--- config.mk ---
export PLATFORM = sky130hd
export DESIGN_NAME = sac_top
export DESIGN_NICKNAME = d
export VERILOG_FILES = /design/src/sac_pkg.sv /design/src/sac_prescaler.sv /design/src/sac_top.sv
export SDC_FILE = /design/constraint.sdc
export NUM_CORES = 1
export LEC_CHECK = 0
export BUFFER_PORTS_ARGS = -buffer_cell sky130_fd_sc_hd__buf_2
export CORE_ASPECT_RATIO = 1.4
export CORE_MARGIN = 5
export CORE_UTILIZATION = 35
export DETAILED_ROUTE_END_ITERATION = 10
export GPL_TIMING_DRIVEN = 0
export HOLD_SLACK_MARGIN = 0.03
export SYNTH_ARGS = -nofsm -noshare
export SYNTH_HDL_FRONTEND = slang
export SYNTH_SLANG_ARGS = --single-unit
--- constraint.sdc ---
create_clock -name aclk -period 2.5 [get_ports aclk]
set_input_delay 0.25 -clock aclk [delete_from_list [all_inputs] [get_ports aclk]]
set_output_delay 0.25 -clock aclk [all_outputs]
set_load 0.05 [all_outputs]
--- src/sac_pkg.sv ---
// Purpose: Shared constants for the converter control block
// Assumes: 32-bit AXI4-Lite data, byte-wide registers in the low lane
// Notes: Offsets are byte addresses, one aligned word each
package sac_pkg;
    // ==================================================
    // Register offsets
    localparam logic [7:0] OFS_CTRL_A = 8'h00;
    localparam logic [7:0] OFS_CTRL_B = 8'h04;
    localparam logic [7:0] OFS_SEL = 8'h08;
    localparam logic [7:0] OFS_RES_LOW = 8'h0C;
    localparam logic [7:0] OFS_RES_HIGH = 8'h10;
    localparam logic [7:0] OFS_POWER = 8'h14;
    // ==================================================
    // Field positions
    localparam int CA_ENABLE = 7;
    localparam int CA_START = 6;
    localparam int CA_AUTO = 5;
    localparam int CA_FLAG = 4;
    localparam int CA_IE = 3;
    localparam int SEL_LEFT = 5;
    localparam int PWR_OFF = 0;
    // ==================================================
    // Reset values
    localparam logic [7:0] RST_CTRL = 8'h00;
    localparam logic PWR_OFF_RST = 1'b0;
    // ==================================================
    // Timing in converter clock cycles
    localparam logic [4:0] CONV_NORMAL = 5'd13;
    localparam logic [4:0] CONV_FIRST = 5'd25;
    localparam logic [4:0] SAMPLE_NORMAL = 5'd1;
    localparam logic [4:0] SAMPLE_FIRST = 5'd13;
    localparam int PRESCALE_DIV = 8;
    // ==================================================
    // Channel groups, gain, trigger and response codes
    localparam logic [4:0] CH_DIFF_LO = 5'h08;
    localparam logic [4:0] CH_G200_LO = 5'h0C;
    localparam logic [4:0] CH_G1_LO = 5'h10;
    localparam logic [4:0] CH_BANDGAP = 5'h1E;
    localparam logic [1:0] GAIN_BYPASS = 2'h0;
    localparam logic [1:0] GAIN_1X = 2'h1;
    localparam logic [1:0] GAIN_10X = 2'h2;
    localparam logic [1:0] GAIN_200X = 2'h3;
    localparam logic [2:0] TRIG_SELF = 3'h0;
    localparam logic [1:0] RESP_OKAY = 2'h0;
    localparam logic [1:0] RESP_SLVERR = 2'h2;
    // ==================================================
    // Sequencer states, Gray coded
    typedef enum logic [1:0] {
        ST_IDLE = 2'b00,
        ST_WAIT = 2'b01,
        ST_CONV = 2'b11
    } sac_state_t;
endpackage

--- src/sac_prescaler.sv ---
// Purpose: Converter clock enable divider
// Assumes: One system clock
// Notes: Held cleared while stopped or restarted
`timescale 1ns/1ps
module sac_prescaler #(
    parameter int DIV = 8
) (
    // Clock and reset
    input wire logic aclk,
    input wire logic aresetn,
    // Control
    input wire logic run,
    input wire logic restart,
    // Enable pulse
    output logic tick
);
    localparam int CW = $clog2(DIV);
    localparam logic [CW-1:0] LAST = CW'(DIV - 1);
    logic [CW-1:0] cnt_q;

    // ==================================================
    // Counter
    always_ff @(posedge aclk) begin
        if (!aresetn || !run || restart) begin
            cnt_q <= '0;
        end else if (cnt_q == LAST) begin
            cnt_q <= '0;
        end else begin
            cnt_q <= cnt_q + 1'b1;
        end
    end

    assign tick = run && !restart && (cnt_q == LAST);
endmodule // sac_prescaler

--- src/sac_top.sv ---
// Purpose: Sequencing, register file and result handling for a 10-bit converter
// Assumes: AXI4-Lite register access, inputs synchronous to aclk
// Notes: Analog core is driven through strobes; result taken at done
`timescale 1ns/1ps
// Notes on behaviour
// - Power-off bit keeps converter disabled
// - Enable bit powers converter; clear stops all
// - Selections reach core only while enabled
// - Five-bit field picks input, ground, bandgap
// - Differential pairs use gain; single-ended bypass
// - Result right aligned, left when adjust set
// - Low byte read blocks result updates
// - Blocked completion discards the new result
// - High byte read re-enables result updates
// - Completion flag set even when result discarded
// - Start bit high during conversion, cleared after
// - Channel change waits for conversion end
// - Auto enable and source field select trigger
// - Trigger rising edge restarts prescaler, converts
// - Held trigger level starts no new conversion
// - Trigger edges during conversion are ignored
// - Trigger flags set regardless of interrupt enables
// - Self source free runs after first start
// - Start bit works with auto triggering on
// - Start bit reads one in every conversion
// - Normal conversion 13 cycles, first 25
// - Completion writes result unless blocked, always sets flag
// - Prescaler runs only while enabled
module sac_top
    import sac_pkg::*;
#(
    parameter int DIV = PRESCALE_DIV
) (
    // Clock and reset
    input wire logic aclk,
    input wire logic aresetn,
    // AXI4-Lite write
    input wire logic [7:0] s_axi_awaddr,
    input wire logic s_axi_awvalid,
    output logic s_axi_awready,
    input wire logic [31:0] s_axi_wdata,
    input wire logic [3:0] s_axi_wstrb,
    input wire logic s_axi_wvalid,
    output logic s_axi_wready,
    output logic [1:0] s_axi_bresp,
    output logic s_axi_bvalid,
    input wire logic s_axi_bready,
    // AXI4-Lite read
    input wire logic [7:0] s_axi_araddr,
    input wire logic s_axi_arvalid,
    output logic s_axi_arready,
    output logic [31:0] s_axi_rdata,
    output logic [1:0] s_axi_rresp,
    output logic s_axi_rvalid,
    input wire logic s_axi_rready,
    // Trigger sources, bit 0 unused
    input wire logic [7:0] trig_in,
    // Analog core
    input wire logic [9:0] core_data,
    output logic core_power,
    output logic core_start,
    output logic core_sample,
    output logic core_done,
    output logic [4:0] core_channel,
    output logic [1:0] core_reference,
    output logic [1:0] core_gain,
    // Completion interrupt
    output logic conv_irq
);
    typedef struct packed {
        logic awready;
        logic wready;
        logic arready;
        logic aw_full;
        logic w_full;
        logic [7:0] awaddr;
        logic [7:0] wdata;
        logic wlane;
        logic bvalid;
        logic [1:0] bresp;
        logic rvalid;
        logic [1:0] rresp;
        logic [7:0] rdata;
        logic en;
        logic start;
        logic auto;
        logic flag;
        logic ie;
        logic [2:0] src;
        logic [1:0] ref_sel;
        logic left;
        logic [4:0] chan;
        logic pwr_off;
        logic [9:0] result;
        logic locked;
        logic first;
        logic trig_prev;
        sac_state_t st;
        logic [4:0] cnt;
        logic core_power;
        logic core_start;
        logic core_sample;
        logic core_done;
        logic [4:0] core_channel;
        logic [1:0] core_reference;
        logic [1:0] core_gain;
        logic irq;
    } sac_regs_t;

    sac_regs_t s, n;
    logic tick, restart, done_now, wr_go, rd_go, sw_start, clr_flag, en_eff, trig_lvl, trig_edge;
    logic [4:0] len, samp;

    // ==================================================
    // Converter clock divider
    sac_prescaler #(.DIV(DIV)) u_prescaler (
        .aclk(aclk),
        .aresetn(aresetn),
        .run(s.core_power),
        .restart(restart),
        .tick(tick)
    );

    // ==================================================
    // Gain selection from channel code
    function automatic logic [1:0] gain_of(input logic [4:0] ch);
        logic [1:0] g;
        g = GAIN_BYPASS;
        if (ch >= CH_BANDGAP) g = GAIN_BYPASS;
        else if (ch >= CH_G1_LO) g = GAIN_1X;
        else if (ch >= CH_G200_LO) g = GAIN_200X;
        else if (ch >= CH_DIFF_LO) g = GAIN_10X;
        return g;
    endfunction

    // ==================================================
    // Register read value
    function automatic logic [7:0] read_of(input sac_regs_t r, input logic [7:0] a);
        logic [7:0] v;
        v = 8'h00;
        case (a)
            OFS_CTRL_A: v = {r.en, r.start || (r.st != ST_IDLE), r.auto, r.flag, r.ie, 3'b000};
            OFS_CTRL_B: v = {5'b00000, r.src};
            OFS_SEL: v = {r.ref_sel, r.left, r.chan};
            OFS_RES_LOW: v = r.left ? {r.result[1:0], 6'b000000} : r.result[7:0];
            OFS_RES_HIGH: v = r.left ? r.result[9:2] : {6'b000000, r.result[9:8]};
            OFS_POWER: v = {7'b0000000, r.pwr_off};
            default: v = 8'h00;
        endcase
        return v;
    endfunction

    function automatic logic mapped(input logic [7:0] a);
        return (a == OFS_CTRL_A) || (a == OFS_CTRL_B) || (a == OFS_SEL) || (a == OFS_RES_LOW)
            || (a == OFS_RES_HIGH) || (a == OFS_POWER);
    endfunction

    // ==================================================
    // Next state
    always_comb begin
        n = s;
        sw_start = 1'b0;
        clr_flag = 1'b0;
        restart = 1'b0;
        done_now = 1'b0;
        n.core_start = 1'b0;
        n.core_sample = 1'b0;
        n.core_done = 1'b0;
        // Write channel
        if (s_axi_awvalid && s.awready) begin
            n.aw_full = 1'b1;
            n.awaddr = s_axi_awaddr;
        end
        if (s_axi_wvalid && s.wready) begin
            n.w_full = 1'b1;
            n.wdata = s_axi_wdata[7:0];
            n.wlane = s_axi_wstrb[0];
        end
        if (s.bvalid && s_axi_bready) n.bvalid = 1'b0;
        wr_go = s.aw_full && s.w_full && !s.bvalid;
        if (wr_go) begin
            n.aw_full = 1'b0;
            n.w_full = 1'b0;
            n.bvalid = 1'b1;
            n.bresp = mapped(s.awaddr) ? RESP_OKAY : RESP_SLVERR;
            if (s.wlane) begin
                case (s.awaddr)
                    OFS_CTRL_A: begin
                        n.en = s.wdata[CA_ENABLE];
                        sw_start = s.wdata[CA_START];
                        n.auto = s.wdata[CA_AUTO];
                        clr_flag = s.wdata[CA_FLAG];
                        n.ie = s.wdata[CA_IE];
                    end
                    OFS_CTRL_B: n.src = s.wdata[2:0];
                    OFS_SEL: begin
                        n.ref_sel = s.wdata[7:6];
                        n.left = s.wdata[SEL_LEFT];
                        n.chan = s.wdata[4:0];
                    end
                    OFS_POWER: n.pwr_off = s.wdata[PWR_OFF];
                    default: n.pwr_off = n.pwr_off;
                endcase
            end
        end
        n.awready = !n.aw_full && !n.bvalid;
        n.wready = !n.w_full && !n.bvalid;
        // Read channel
        if (s.rvalid && s_axi_rready) n.rvalid = 1'b0;
        rd_go = s_axi_arvalid && s.arready;
        if (rd_go) begin
            n.rvalid = 1'b1;
            n.rdata = read_of(s, s_axi_araddr);
            n.rresp = mapped(s_axi_araddr) ? RESP_OKAY : RESP_SLVERR;
            if (s_axi_araddr == OFS_RES_LOW) n.locked = 1'b1;
            if (s_axi_araddr == OFS_RES_HIGH) n.locked = 1'b0;
        end
        n.arready = !n.rvalid;
        if (clr_flag) n.flag = 1'b0;
        // Enable gating
        en_eff = n.en && !n.pwr_off;
        sw_start = sw_start && en_eff;
        if (sw_start) n.start = 1'b1;
        // Trigger edge
        trig_lvl = (s.src == TRIG_SELF) ? s.flag : trig_in[s.src];
        n.trig_prev = trig_lvl;
        trig_edge = trig_lvl && !s.trig_prev;
        len = s.first ? CONV_FIRST : CONV_NORMAL;
        samp = s.first ? SAMPLE_FIRST : SAMPLE_NORMAL;
        // Sequencer
        case (s.st)
            ST_IDLE: begin
                if (s.auto && trig_edge && s.src != TRIG_SELF && s.core_power) begin
                    restart = 1'b1;
                    n.st = ST_CONV;
                    n.cnt = 5'd0;
                    n.core_start = 1'b1;
                end else if (sw_start) begin
                    n.st = ST_WAIT;
                end
            end
            ST_WAIT: begin
                if (tick) begin
                    n.st = ST_CONV;
                    n.cnt = 5'd0;
                    n.core_start = 1'b1;
                end
            end
            ST_CONV: begin
                // Further edges are dropped here
                if (tick) begin
                    if (s.cnt == samp) n.core_sample = 1'b1;
                    if (s.cnt == len - 5'd1) done_now = 1'b1;
                    else n.cnt = s.cnt + 5'd1;
                end
            end
            default: n.st = ST_IDLE;
        endcase
        if (done_now) begin
            n.core_done = 1'b1;
            n.flag = 1'b1;
            n.first = 1'b0;
            if (!s.locked) n.result = core_data;
            if (s.auto && s.src == TRIG_SELF) begin
                n.st = ST_CONV;
                n.cnt = 5'd0;
                n.core_start = 1'b1;
            end else begin
                n.st = ST_IDLE;
                n.start = 1'b0;
            end
        end
        // Selections reach the core only between conversions
        if (en_eff && (s.st != ST_CONV || done_now)) begin
            n.core_channel = n.chan;
            n.core_reference = n.ref_sel;
            n.core_gain = gain_of(n.chan);
        end
        if (!en_eff) begin
            n.st = ST_IDLE;
            n.start = 1'b0;
            n.first = 1'b1;
            n.cnt = 5'd0;
            n.core_start = 1'b0;
            n.core_sample = 1'b0;
            n.core_done = 1'b0;
        end
        n.core_power = en_eff;
        n.irq = n.flag && n.ie;
    end

    // ==================================================
    // State register
    always_ff @(posedge aclk) begin
        if (!aresetn) begin
            s <= '0;
            s.first <= 1'b1;
            s.pwr_off <= PWR_OFF_RST;
            s.st <= ST_IDLE;
        end else begin
            s <= n;
        end
    end

    assign s_axi_awready = s.awready;
    assign s_axi_wready = s.wready;
    assign s_axi_bresp = s.bresp;
    assign s_axi_bvalid = s.bvalid;
    assign s_axi_arready = s.arready;
    assign s_axi_rdata = {24'h00_0000, s.rdata};
    assign s_axi_rresp = s.rresp;
    assign s_axi_rvalid = s.rvalid;
    assign core_power = s.core_power;
    assign core_start = s.core_start;
    assign core_sample = s.core_sample;
    assign core_done = s.core_done;
    assign core_channel = s.core_channel;
    assign core_reference = s.core_reference;
    assign core_gain = s.core_gain;
    assign conv_irq = s.irq;
endmodule // sac_top

==> results of run 1 <==
==> metrics by stage <==
stage               setup TNS, ns  cells
CTS                             0    747
global placement           -0.524    731
global route                    0    753
detailed placement         -0.553    731
floorplan                       0    507
finish                          0    753
==> power by group <==
group | internal, mW | switching (mW)
registers | 1.43 | 0.0246
logic | 0.113 | 0.225
clock network | 0.728 | 0.563
total | 2.27 | 0.813
==> area by class of cell <==
cell class	instances	share of cell area [%]
Buffer	68	8.37
Sequential cell	88	32.5
Clock inverter	4	0.530
Inverter	6	0.415
Timing Repair Buffer	80	7.66
Clock buffer	12	4.73
Tap cell	150	3.46
Multi-Input combinational cell	345	42.4
==> worst max path at each step <==
stage | to | slack, ns | cells past startpoint
after floorplan | core_channel[0] | 0.23 | 6
after global placement | core_channel[0] | -0.07 | 5
after detailed placement | core_reference[1] | -0.08 | 5
after CTS | core_channel[2] | 0.005 | 5
after global routing | s[18] | 0.0003 | 5
final | core_reference[1] | 0.12 | 5
==> cell usage after synthesis, drive strengths merged, types with 3 or more instances <==
cell type | number | area share, %
nand3 | 12 | 1.8
nor2 | 16 | 1.4
nand2 | 55 | 4.7
and4 | 3 | 0.59
o211ai | 3 | 0.51
inv | 6 | 0.51
dfxtp | 88 | 40
ha | 5 | 1.4
nor3b | 5 | 0.85
a22oi | 3 | 0.51
a31oi | 5 | 0.71
nand2b | 7 | 0.99
clkbuf | 20 | 1.9
a221oi | 6 | 1.2
o21ai | 14 | 1.6
mux2 | 12 | 3.1
mux2i | 31 | 7.0
and2b | 3 | 0.59
nand4 | 3 | 0.42
a21boi | 20 | 3.4
and2 | 14 | 2.1
and3 | 3 | 0.42
buf | 48 | 8.3
a21oi | 13 | 1.5
nand3b | 5 | 0.85
nor3 | 9 | 1.0
nor4 | 9 | 2.0
nor2b | 31 | 4.4
and3b | 3 | 0.59
==> registers in the layout, summed over array words and instances (netlist names), 2 cells and up <==
signal	cells
core_reference	2
s_axi_rdata	8
u_prescaler.cnt_q	3
s	56
core_channel	5
core_gain	2
==> critical path: stages (launching register included) <==
cell	delay (ns)
dfxtp_1	0.31
or4_4	0.60
nor4_2	0.38
mux2i_2	0.41
nand3_4	0.23
mux2_2	0.33
==> layer usage <==
layer,global-route usage [%],up-vias,part of all wire [%]
li1,-,1864,-
met1,17.9,1726,42
met2,25.1,117,49
met3,3.71,20,6.0
met4,5.32,0,2.4
met5,0,-,0
==> cell families after synthesis <==
group,Yosys count,synth area share (%)
other,1,0.0848
flip-flops,88,39.8
adder cells (fa/ha/maj),5,1.41
buffers and inverters,74,10.7
AND/OR/NAND/NOR,186,24.2
AO/OA/AOI/OAI,85,13.7
multiplexers,43,10.2
==> repair_timing <==
action	4_1_cts	5_1_grt
resized for setup	2	4
endpoints found under the setup margin	14	18
gates cloned	0	0
buffers inserted	0	6
hold buffers	0	0
hold endpoints to repair	0	0
pin swaps	0	3
==> impl_metrics.csv, run 1 <==
group,metric,value,unit
routing,route.detailed.drc,0,
final_layout,diodes,0,
final_layout,synthToLayoutAreaGrowth,22.6,%
logic_synthesis,synth_edf_count,0,
cts,numCtsBuffers,9,
sta,fin_skew,0.00757,ns
critical_path,crit_path_start,"s[80]",
sta,slew_viol_final,0,
critical_path,reg2reg_depth,5,
sta,tightest_slew,0.789,ns
cts,clk_latency,0.35,ns
logic_synthesis,ys_warn_count,0,
cts,cts_sinks,88,
worst_hold_path,hold_depth,3,
global_route,grt_max_degree,15,
final_layout,finish.utilization,43.9,%
critical_path,end_kind,"flip-flop",
placed_design,pre_cts_slack,-0.0811,ns
sta,max_freq,0.420,GHz
logic_synthesis,synth-seq-cells,88,
cts,cts_tree,"done",
routing,drt-initial-drc-count,160,
logic_synthesis,syn_area,0.00442,mm2
routing,ant_nets,0,
critical_path,reg2reg_to,"core_reference[1]",
sta,setup_viol,0,
status,status,"completed",
final_layout,regArea,0.00176,mm2
final_layout,layout-drive-gt1-share,29.4,%
cts,clockBufferDepth,2,
placed_design,place_congestion,0.887,
power,ir_drop,0.000309,V
placed_design,dp_hpwl,8550,um
critical_path,worstPathArrival,2.61,ns
placed_design,dpl_cell_area,0.00508,mm2
routing,viasPerCell,4.95,
final_layout,fillers,1265,
critical_path,timing.rr.start,"s[80]",
global_route,grt_pass1_wl,17800,um
critical_path,r2r_slack,0.12,ns
worst_hold_path,hold_class,"in -> reg",
logic_synthesis,synth-seq-area-share,39.8,%
flow_run,maxCapViolCount,0,
power,power_leakage,2.24,nW
routing,vias,3727,
sta,period_needed,2.38,ns
floorplanning,start_util,35.8,%
sta,finalHoldViolCount,0,
cts,cts.htree.levels,3,
cts,path_clk_slew,0.06,ns
final_layout,final_cell_area,0.00543,mm2
floorplanning,core,0.0124,mm2
global_route,grt_usage,14.7,%
routing,routed_wirelength,11100,um
sta,rsz0062_at_grt,"no",
routing,dr.pass1.iters,4,
logic_synthesis,ys_async_sr_fraction,0,%
sta,fin_crit_sh,95.2,%
cts,root_buffer,"clkbuf_16",
global_route,grt-ovfl-total,0,
global_route,antenna_found_initial,0,
floorplanning,die_h,143,um
routing,wl_per_cell,14.7,um
critical_path,crit_required,2.73,ns
final_layout,multiInputGateArea,0.00230,mm2
critical_path,critPathLaunchType,"flip-flop",
final_layout,mostFrequentLayoutCells,"dfxtp_1 (88), buf_2 (74), nand2_1 (55), buf_4 (51), nor2b_1 (31)",
global_route,first_global_vias,3623,
sta,setup_slack,0.120,ns
sta,maxSlewHeadroom,46.9,%
logic_synthesis,syn_area_per_cell,9.18,um2
logic_synthesis,synth_flop_cell,"dfxtp_1",
worst_hold_path,min_to,"s[74]",
critical_path,critical_path_class,"reg -> reg",
floorplanning,rows,48,
placed_design,port_buffers,74,
final_layout,final_common_cell,"dfxtp_1",
floorplanning,die-area,0.0150,mm2
critical_path,worstPathMaxFanout,9,
logic_synthesis,synth.distinct_cells,62,
floorplanning,io-pin-count,132,
floorplanning,fp.dieW,105,um
sta,holdWs,0.151,ns
logic_synthesis,synthCells,482,
power,power.density,568,mW/mm2
power,power,3.08,mW
final_layout,final_nets,680,
worst_hold_path,min_from,"s_axi_awaddr[0]",
Note: power is estimated with default switching activity, not from simulation.
==> run 2: changes to the inputs <==
--- a/config.mk
+++ b/config.mk
@@ -8,10 +8,11 @@
 export BUFFER_PORTS_ARGS = -buffer_cell sky130_fd_sc_hd__buf_2
 export CORE_ASPECT_RATIO = 1.4
 export CORE_MARGIN = 5
-export CORE_UTILIZATION = 35
+export CORE_UTILIZATION = 50
 export DETAILED_ROUTE_END_ITERATION = 10
 export GPL_TIMING_DRIVEN = 0
 export HOLD_SLACK_MARGIN = 0.03
+export PLACE_DENSITY = 0.78
 export SYNTH_ARGS = -nofsm -noshare
 export SYNTH_HDL_FRONTEND = slang
 export SYNTH_SLANG_ARGS = --single-unit
==> impl_metrics.csv, run 2 (synthesis gave the netlist of run 1 again) <==
group,metric,value,unit
global_route,grt-ovfl-total,0,
worst_hold_path,hold_class,"in -> reg",
cts,clk_latency,0.34,ns
placed_design,dp_hpwl,7870,um
routing,vias,3736,
cts,numCtsBuffers,9,
critical_path,cp_num_buf_inv,1,
cts,root_buffer,"clkbuf_16",
sta,slew_viol_final,0,
final_layout,diodes,0,
placed_design,place_inst,686,
floorplanning,rows,40,
global_route,first_global_vias,3617,
sta,fin_crit_sh,94.7,%
cts,cts.htree.levels,3,
power,power_leakage,2.25,nW
critical_path,critPathLaunchType,"flip-flop",
final_layout,layout-drive-gt1-share,29.1,%
global_route,grt_usage,19.5,%
routing,drt-initial-drc-count,186,
cts,path_clk_slew,0.06,ns
sta,fin_skew,0.00633,ns
power,power.density,581,mW/mm2
floorplanning,die-area,0.0109,mm2
final_layout,mostFrequentLayoutCells,"dfxtp_1 (88), buf_2 (74), nand2_1 (55), buf_4 (52), nor2b_1 (31)",
sta,setup_viol,0,
critical_path,critical_path_class,"reg -> reg",
status,status,"completed",
final_layout,largest_reg_flops,56,
global_route,grt_pass1_wl,16700,um
final_layout,finish.utilization,62.5,%
sta,holdWs,0.164,ns
routing,wl_per_cell,14.7,um
critical_path,r2r_slack,0.13,ns
critical_path,reg2reg_depth,6,
final_layout,synthToLayoutAreaGrowth,21.7,%
placed_design,port_buffers,74,
final_layout,top_register,"s",
sta,max_freq,0.422,GHz
routing,route.detailed.drc,0,
critical_path,worst-path-stages,6,
routing,viasPerCell,5.27,
floorplanning,start_util,51.4,%
sta,finalHoldViolCount,0,
critical_path,worstPathArrival,2.59,ns
critical_path,end_kind,"flip-flop",
critical_path,crit_required,2.72,ns
floorplanning,core,0.00861,mm2
cts,cts_tree,"done",
sta,maxSlewHeadroom,51.1,%
power,ir_drop,0.000513,V
floorplanning,fp.dieW,89.5,um
routing,dr.pass1.iters,5,
cts,clockBufferDepth,2,
sta,period_needed,2.37,ns
routing,routed_wirelength,10400,um
global_route,grt_max_degree,15,
critical_path,path_cells,"or3b_2 -> nor4_4 -> clkbuf_4 -> mux2i_1 -> and2b_2 -> mux2_2",
placed_design,place_congestion,0.934,
routing,ant_nets,0,
final_layout,stdcell_count,709,
floorplanning,die_h,121,um
cts,cts_sinks,88,
worst_hold_path,hold_depth,3,
placed_design,pre_cts_slack,-0.0216,ns
flow_run,maxCapViolCount,0,
final_layout,final_common_cell,"dfxtp_1",
sta,tightest_slew,0.726,ns
global_route,antenna_found_initial,0,
critical_path,worst_path_max_delay_cell,"or3b_2",
floorplanning,io-pin-count,132,
critical_path,worstPathMaxFanout,10,
final_layout,final_nets,681,
final_layout,fillers,751,
sta,setup_slack,0.132,ns
critical_path,slowest_delay,0.49,ns
critical_path,crit_family,"simple AND/OR/NAND/NOR gates",
sta,rsz0062_at_grt,"no",
-- run 2: changes by cell type in the layout (fill, tap and decap cells not counted) --
cell        previous run  this run
buf_4                 51        52
clkbuf_2               1         0
clkinvlp_4             2         1
clkbuf_1              19        20
nor4_1                 6         7
clkinv_2               1         2
bufinv_16              0         1
clkbuf_8               3         2
nor4_2                 1         0
-- run 2: worst min-delay path, delay by kind of cell --
kind                   cells  cell delay [ns]
AND/OR/NAND/NOR            1             0.04
AO/OA/AOI/OAI              1             0.06
buffers and inverters      1             0.10
-- run 2: worst paths after layout --
path | end | from
max reg2reg | core_channel[1] | s[77]
max | core_channel[1] | s[77]
min reg2reg | u_prescaler.cnt_q[0] | u_prescaler.cnt_q[0]
min | s[74] | s_axi_awaddr[0]
-- run 2: layout make-up --
cell class | instances | area, um2 | share of cell area, %
clock inverter | 5 | 56.3 | 1.05
timing repair buffer | 81 | 423 | 7.86
sequential | 88 | 1760 | 32.7
inverter | 6 | 22.5 | 0.418
buffer | 68 | 453 | 8.41
multi-input combinational | 345 | 2290 | 42.6
clock buffer | 11 | 243 | 4.51
tap | 105 | 131 | 2.44
-- run 2: power breakdown --
part	internal [mW]	switching [mW]	total, mW
Combinational	0.113	0.225	0.338
Sequential	1.43	0.0246	1.45
Clock	0.800	0.535	1.33
-- run 2: timing repair --
| action | in CTS | in global routing |
|---|---|---|
| gates resized for setup | 1 | 2 |
| gates cloned | 0 | 0 |
| endpoints found under the setup margin | 7 | 25 |
| pin swaps | 0 | 3 |
| hold buffers | 0 | 0 |
| buffers inserted | 0 | 7 |
-- run 2: stage by stage --
step,power (mW),cell area [um2],setup TNS [ns]
after global placement,1.81,5020,-0.0494
final,3.13,5380,0
after detailed placement,1.82,5020,-0.124
after CTS,3.15,5320,0
after floorplan,1.74,4520,0
after global routing,3.25,5380,0
-- run 2: per-layer routing --
| layer | vias to the layer above | share of wire (%) | global-route usage [%] |
|---|---|---|---|
| met1 | 1717 | 40 | 23.2 |
| li1 | 1865 | - | - |
| met3 | 20 | 7.1 | 4.08 |
| met2 | 134 | 51 | 33.9 |
| met4 | 0 | 2.0 | 6.80 |
| met5 | - | 0 | 0 |
==> run 3: changes to the inputs <==
--- a/config.mk
+++ b/config.mk
@@ -13,6 +13,7 @@
 export GPL_TIMING_DRIVEN = 0
 export HOLD_SLACK_MARGIN = 0.03
 export PLACE_DENSITY = 0.78
+export RECOVER_POWER = 50
 export SYNTH_ARGS = -nofsm -noshare
 export SYNTH_HDL_FRONTEND = slang
 export SYNTH_SLANG_ARGS = --single-unit
==> impl_metrics.csv, run 3 (synthesis gave the netlist of run 1 again) <==
group,metric,value,unit
floorplanning,io-pin-count,132,
worst_hold_path,min_to,"s[74]",
sta,finalHoldViolCount,0,
global_route,grt_pass1_wl,16700,um
worst_hold_path,hold_depth,3,
floorplanning,rows,40,
routing,wl_per_cell,14.7,um
routing,ant_nets,0,
final_layout,multiInputGateArea,0.00229,mm2
flow_run,maxCapViolCount,0,
placed_design,place_congestion,0.934,
sta,setup_viol,0,
cts,clockBufferDepth,2,
final_layout,final_common_cell,"dfxtp_1",
global_route,grt_usage,19.5,%
floorplanning,die-area,0.0109,mm2
critical_path,crit_required,2.72,ns
sta,fin_crit_sh,95.2,%
final_layout,largest_reg_flops,56,
cts,ctsHoldBuffers,0,
worst_hold_path,min_from,"s_axi_awaddr[0]",
critical_path,critPathLaunchType,"flip-flop",
cts,cts_tree,"done",
critical_path,critical_path_class,"reg -> reg",
global_route,first_global_vias,3617,
critical_path,reg2reg_to,"core_channel[1]",
critical_path,r2r_slack,0.12,ns
critical_path,reg2reg_depth,6,
sta,tightest_slew,0.755,ns
power,pwr-share-clk,42.7,%
power,p_int,2.34,mW
sta,period_needed,2.38,ns
critical_path,timing.rr.start,"s[77]",
final_layout,layout-drive-gt1-share,24.2,%
placed_design,port_buffers,74,
cts,numCtsBuffers,9,
power,power,3.12,mW
placed_design,dp_hpwl,7870,um
power,p_seq_share,46.6,%
floorplanning,die_h,121,um
global_route,grt_max_degree,15,
critical_path,slowest_delay,0.49,ns
final_layout,fillers,755,
global_route,grt-ovfl-total,0,
cts,cts_sinks,88,
cts,root_buffer,"clkbuf_16",
final_layout,mostFrequentLayoutCells,"dfxtp_1 (88), nand2_1 (55), buf_4 (52), clkbuf_1 (49), buf_2 (45)",
floorplanning,core,0.00861,mm2
sta,setup_slack,0.121,ns
final_layout,diodes,0,
floorplanning,fp.dieW,89.5,um
sta,maxSlewHeadroom,49.2,%
placed_design,pre_cts_slack,-0.0216,ns
routing,dr.pass1.iters,5,
critical_path,worstPathMaxFanout,10,
critical_path,end_kind,"flip-flop",
routing,route.detailed.drc,0,
sta,slew_viol_final,0,
final_layout,regArea,0.00176,mm2
final_layout,synthToLayoutAreaGrowth,20.8,%
floorplanning,start_util,51.4,%
worst_hold_path,hold_class,"in -> reg",
routing,drt-initial-drc-count,217,
critical_path,worst_path_max_delay_cell,"or3b_2",
final_layout,final_nets,681,
sta,max_freq,0.420,GHz
routing,viasPerCell,5.27,
sta,fin_skew,0.00649,ns
critical_path,worstPathArrival,2.60,ns
sta,rsz0062_at_grt,"no",
cts,cts.htree.levels,3,
cts,path_clk_slew,0.06,ns
power,ir_drop,0.000513,V
power,power_leakage,2.12,nW
cts,clk_latency,0.34,ns
critical_path,path_cells,"or3b_2 -> nor4_4 -> clkbuf_4 -> mux2i_1 -> and2b_2 -> mux2_2",
power,p_sw_share,25.1,%
final_layout,top_register,"s",
power,combPwrFrac,10.7,%
routing,routed_wirelength,10400,um
routing,vias,3734,
power,power.switching,0.785,mW
global_route,antenna_found_initial,0,
power,power.density,584,mW/mm2
status,status,"completed",
-- run 3: worst max-delay path: cells and delay by family, from the launching register on --
| kind | cells | cell delay (ns) |
|---|---|---|
| mux | 2 | 0.44 |
| buf+inv | 1 | 0.30 |
| flops | 1 | 0.40 |
| simple gates | 3 | 1.12 |
-- run 3: final cells by class --
| cell class | count | share of cell area, % |
|---|---|---|
| buffer | 68 | 8.47 |
| inverter | 6 | 0.421 |
| clock buffer | 11 | 4.54 |
| clock inverter | 5 | 1.05 |
| sequential | 88 | 33.0 |
| tap | 105 | 2.46 |
| multi-input combinational | 345 | 42.9 |
| timing repair buffer | 81 | 7.23 |
-- run 3: stage by stage --
step | cells | utilization, % | hold slack [ns] | cell area, um2 | TNS, ns
floorplan | 507 | - | 0.395 | 4520 | 0
global placement | 686 | 58.3 | 0.416 | 5020 | -0.0494
detailed placement | 686 | 58.3 | 0.432 | 5020 | -0.124
CTS | 702 | 61.8 | 0.155 | 5320 | 0
global route | 709 | 62.1 | 0.167 | 5350 | 0
finish | 709 | 62.1 | 0.164 | 5350 | 0
-- run 3: worst max path at each step --
stage / start / end / slack [ns] / depth (start not counted)
detailed placement: s[80] / core_channel[0] / -0.02 / 5
global route: s[77] / core_channel[1] / 0.005 / 6
finish: s[77] / core_channel[1] / 0.12 / 6
global placement: s[80] / core_channel[4] / -0.008 / 5
CTS: s[80] / core_reference[1] / 0.03 / 5
floorplan: s[80] / core_channel[0] / 0.23 / 6
-- run 3: power groups by stage --
stage               clock network [mW]  logic, mW  registers [mW]
detailed placement                   0      0.335            1.48
global placement                     0      0.330            1.48
CTS                               1.36      0.336            1.45
floorplan                            0      0.238            1.50
finish                            1.33      0.335            1.45
global route                      1.43      0.358            1.46
-- run 3: metal layers --
metal | share of wire (%) | vias up | routed length, um | track usage, %
met5 | 0 | - | 0 | 0
met3 | 6.2 | 17 | 646 | 4.08
li1 | - | 1865 | - | -
met4 | 1.8 | 0 | 186 | 6.80
met1 | 40 | 1732 | 4200 | 23.2
met2 | 52 | 120 | 5380 | 33.9
-- run 3: timing repair --
action	CTS	global route
pin swaps	0	3
setup buffers	0	7
gates resized for setup	1	2
endpoints found under the setup margin	7	25
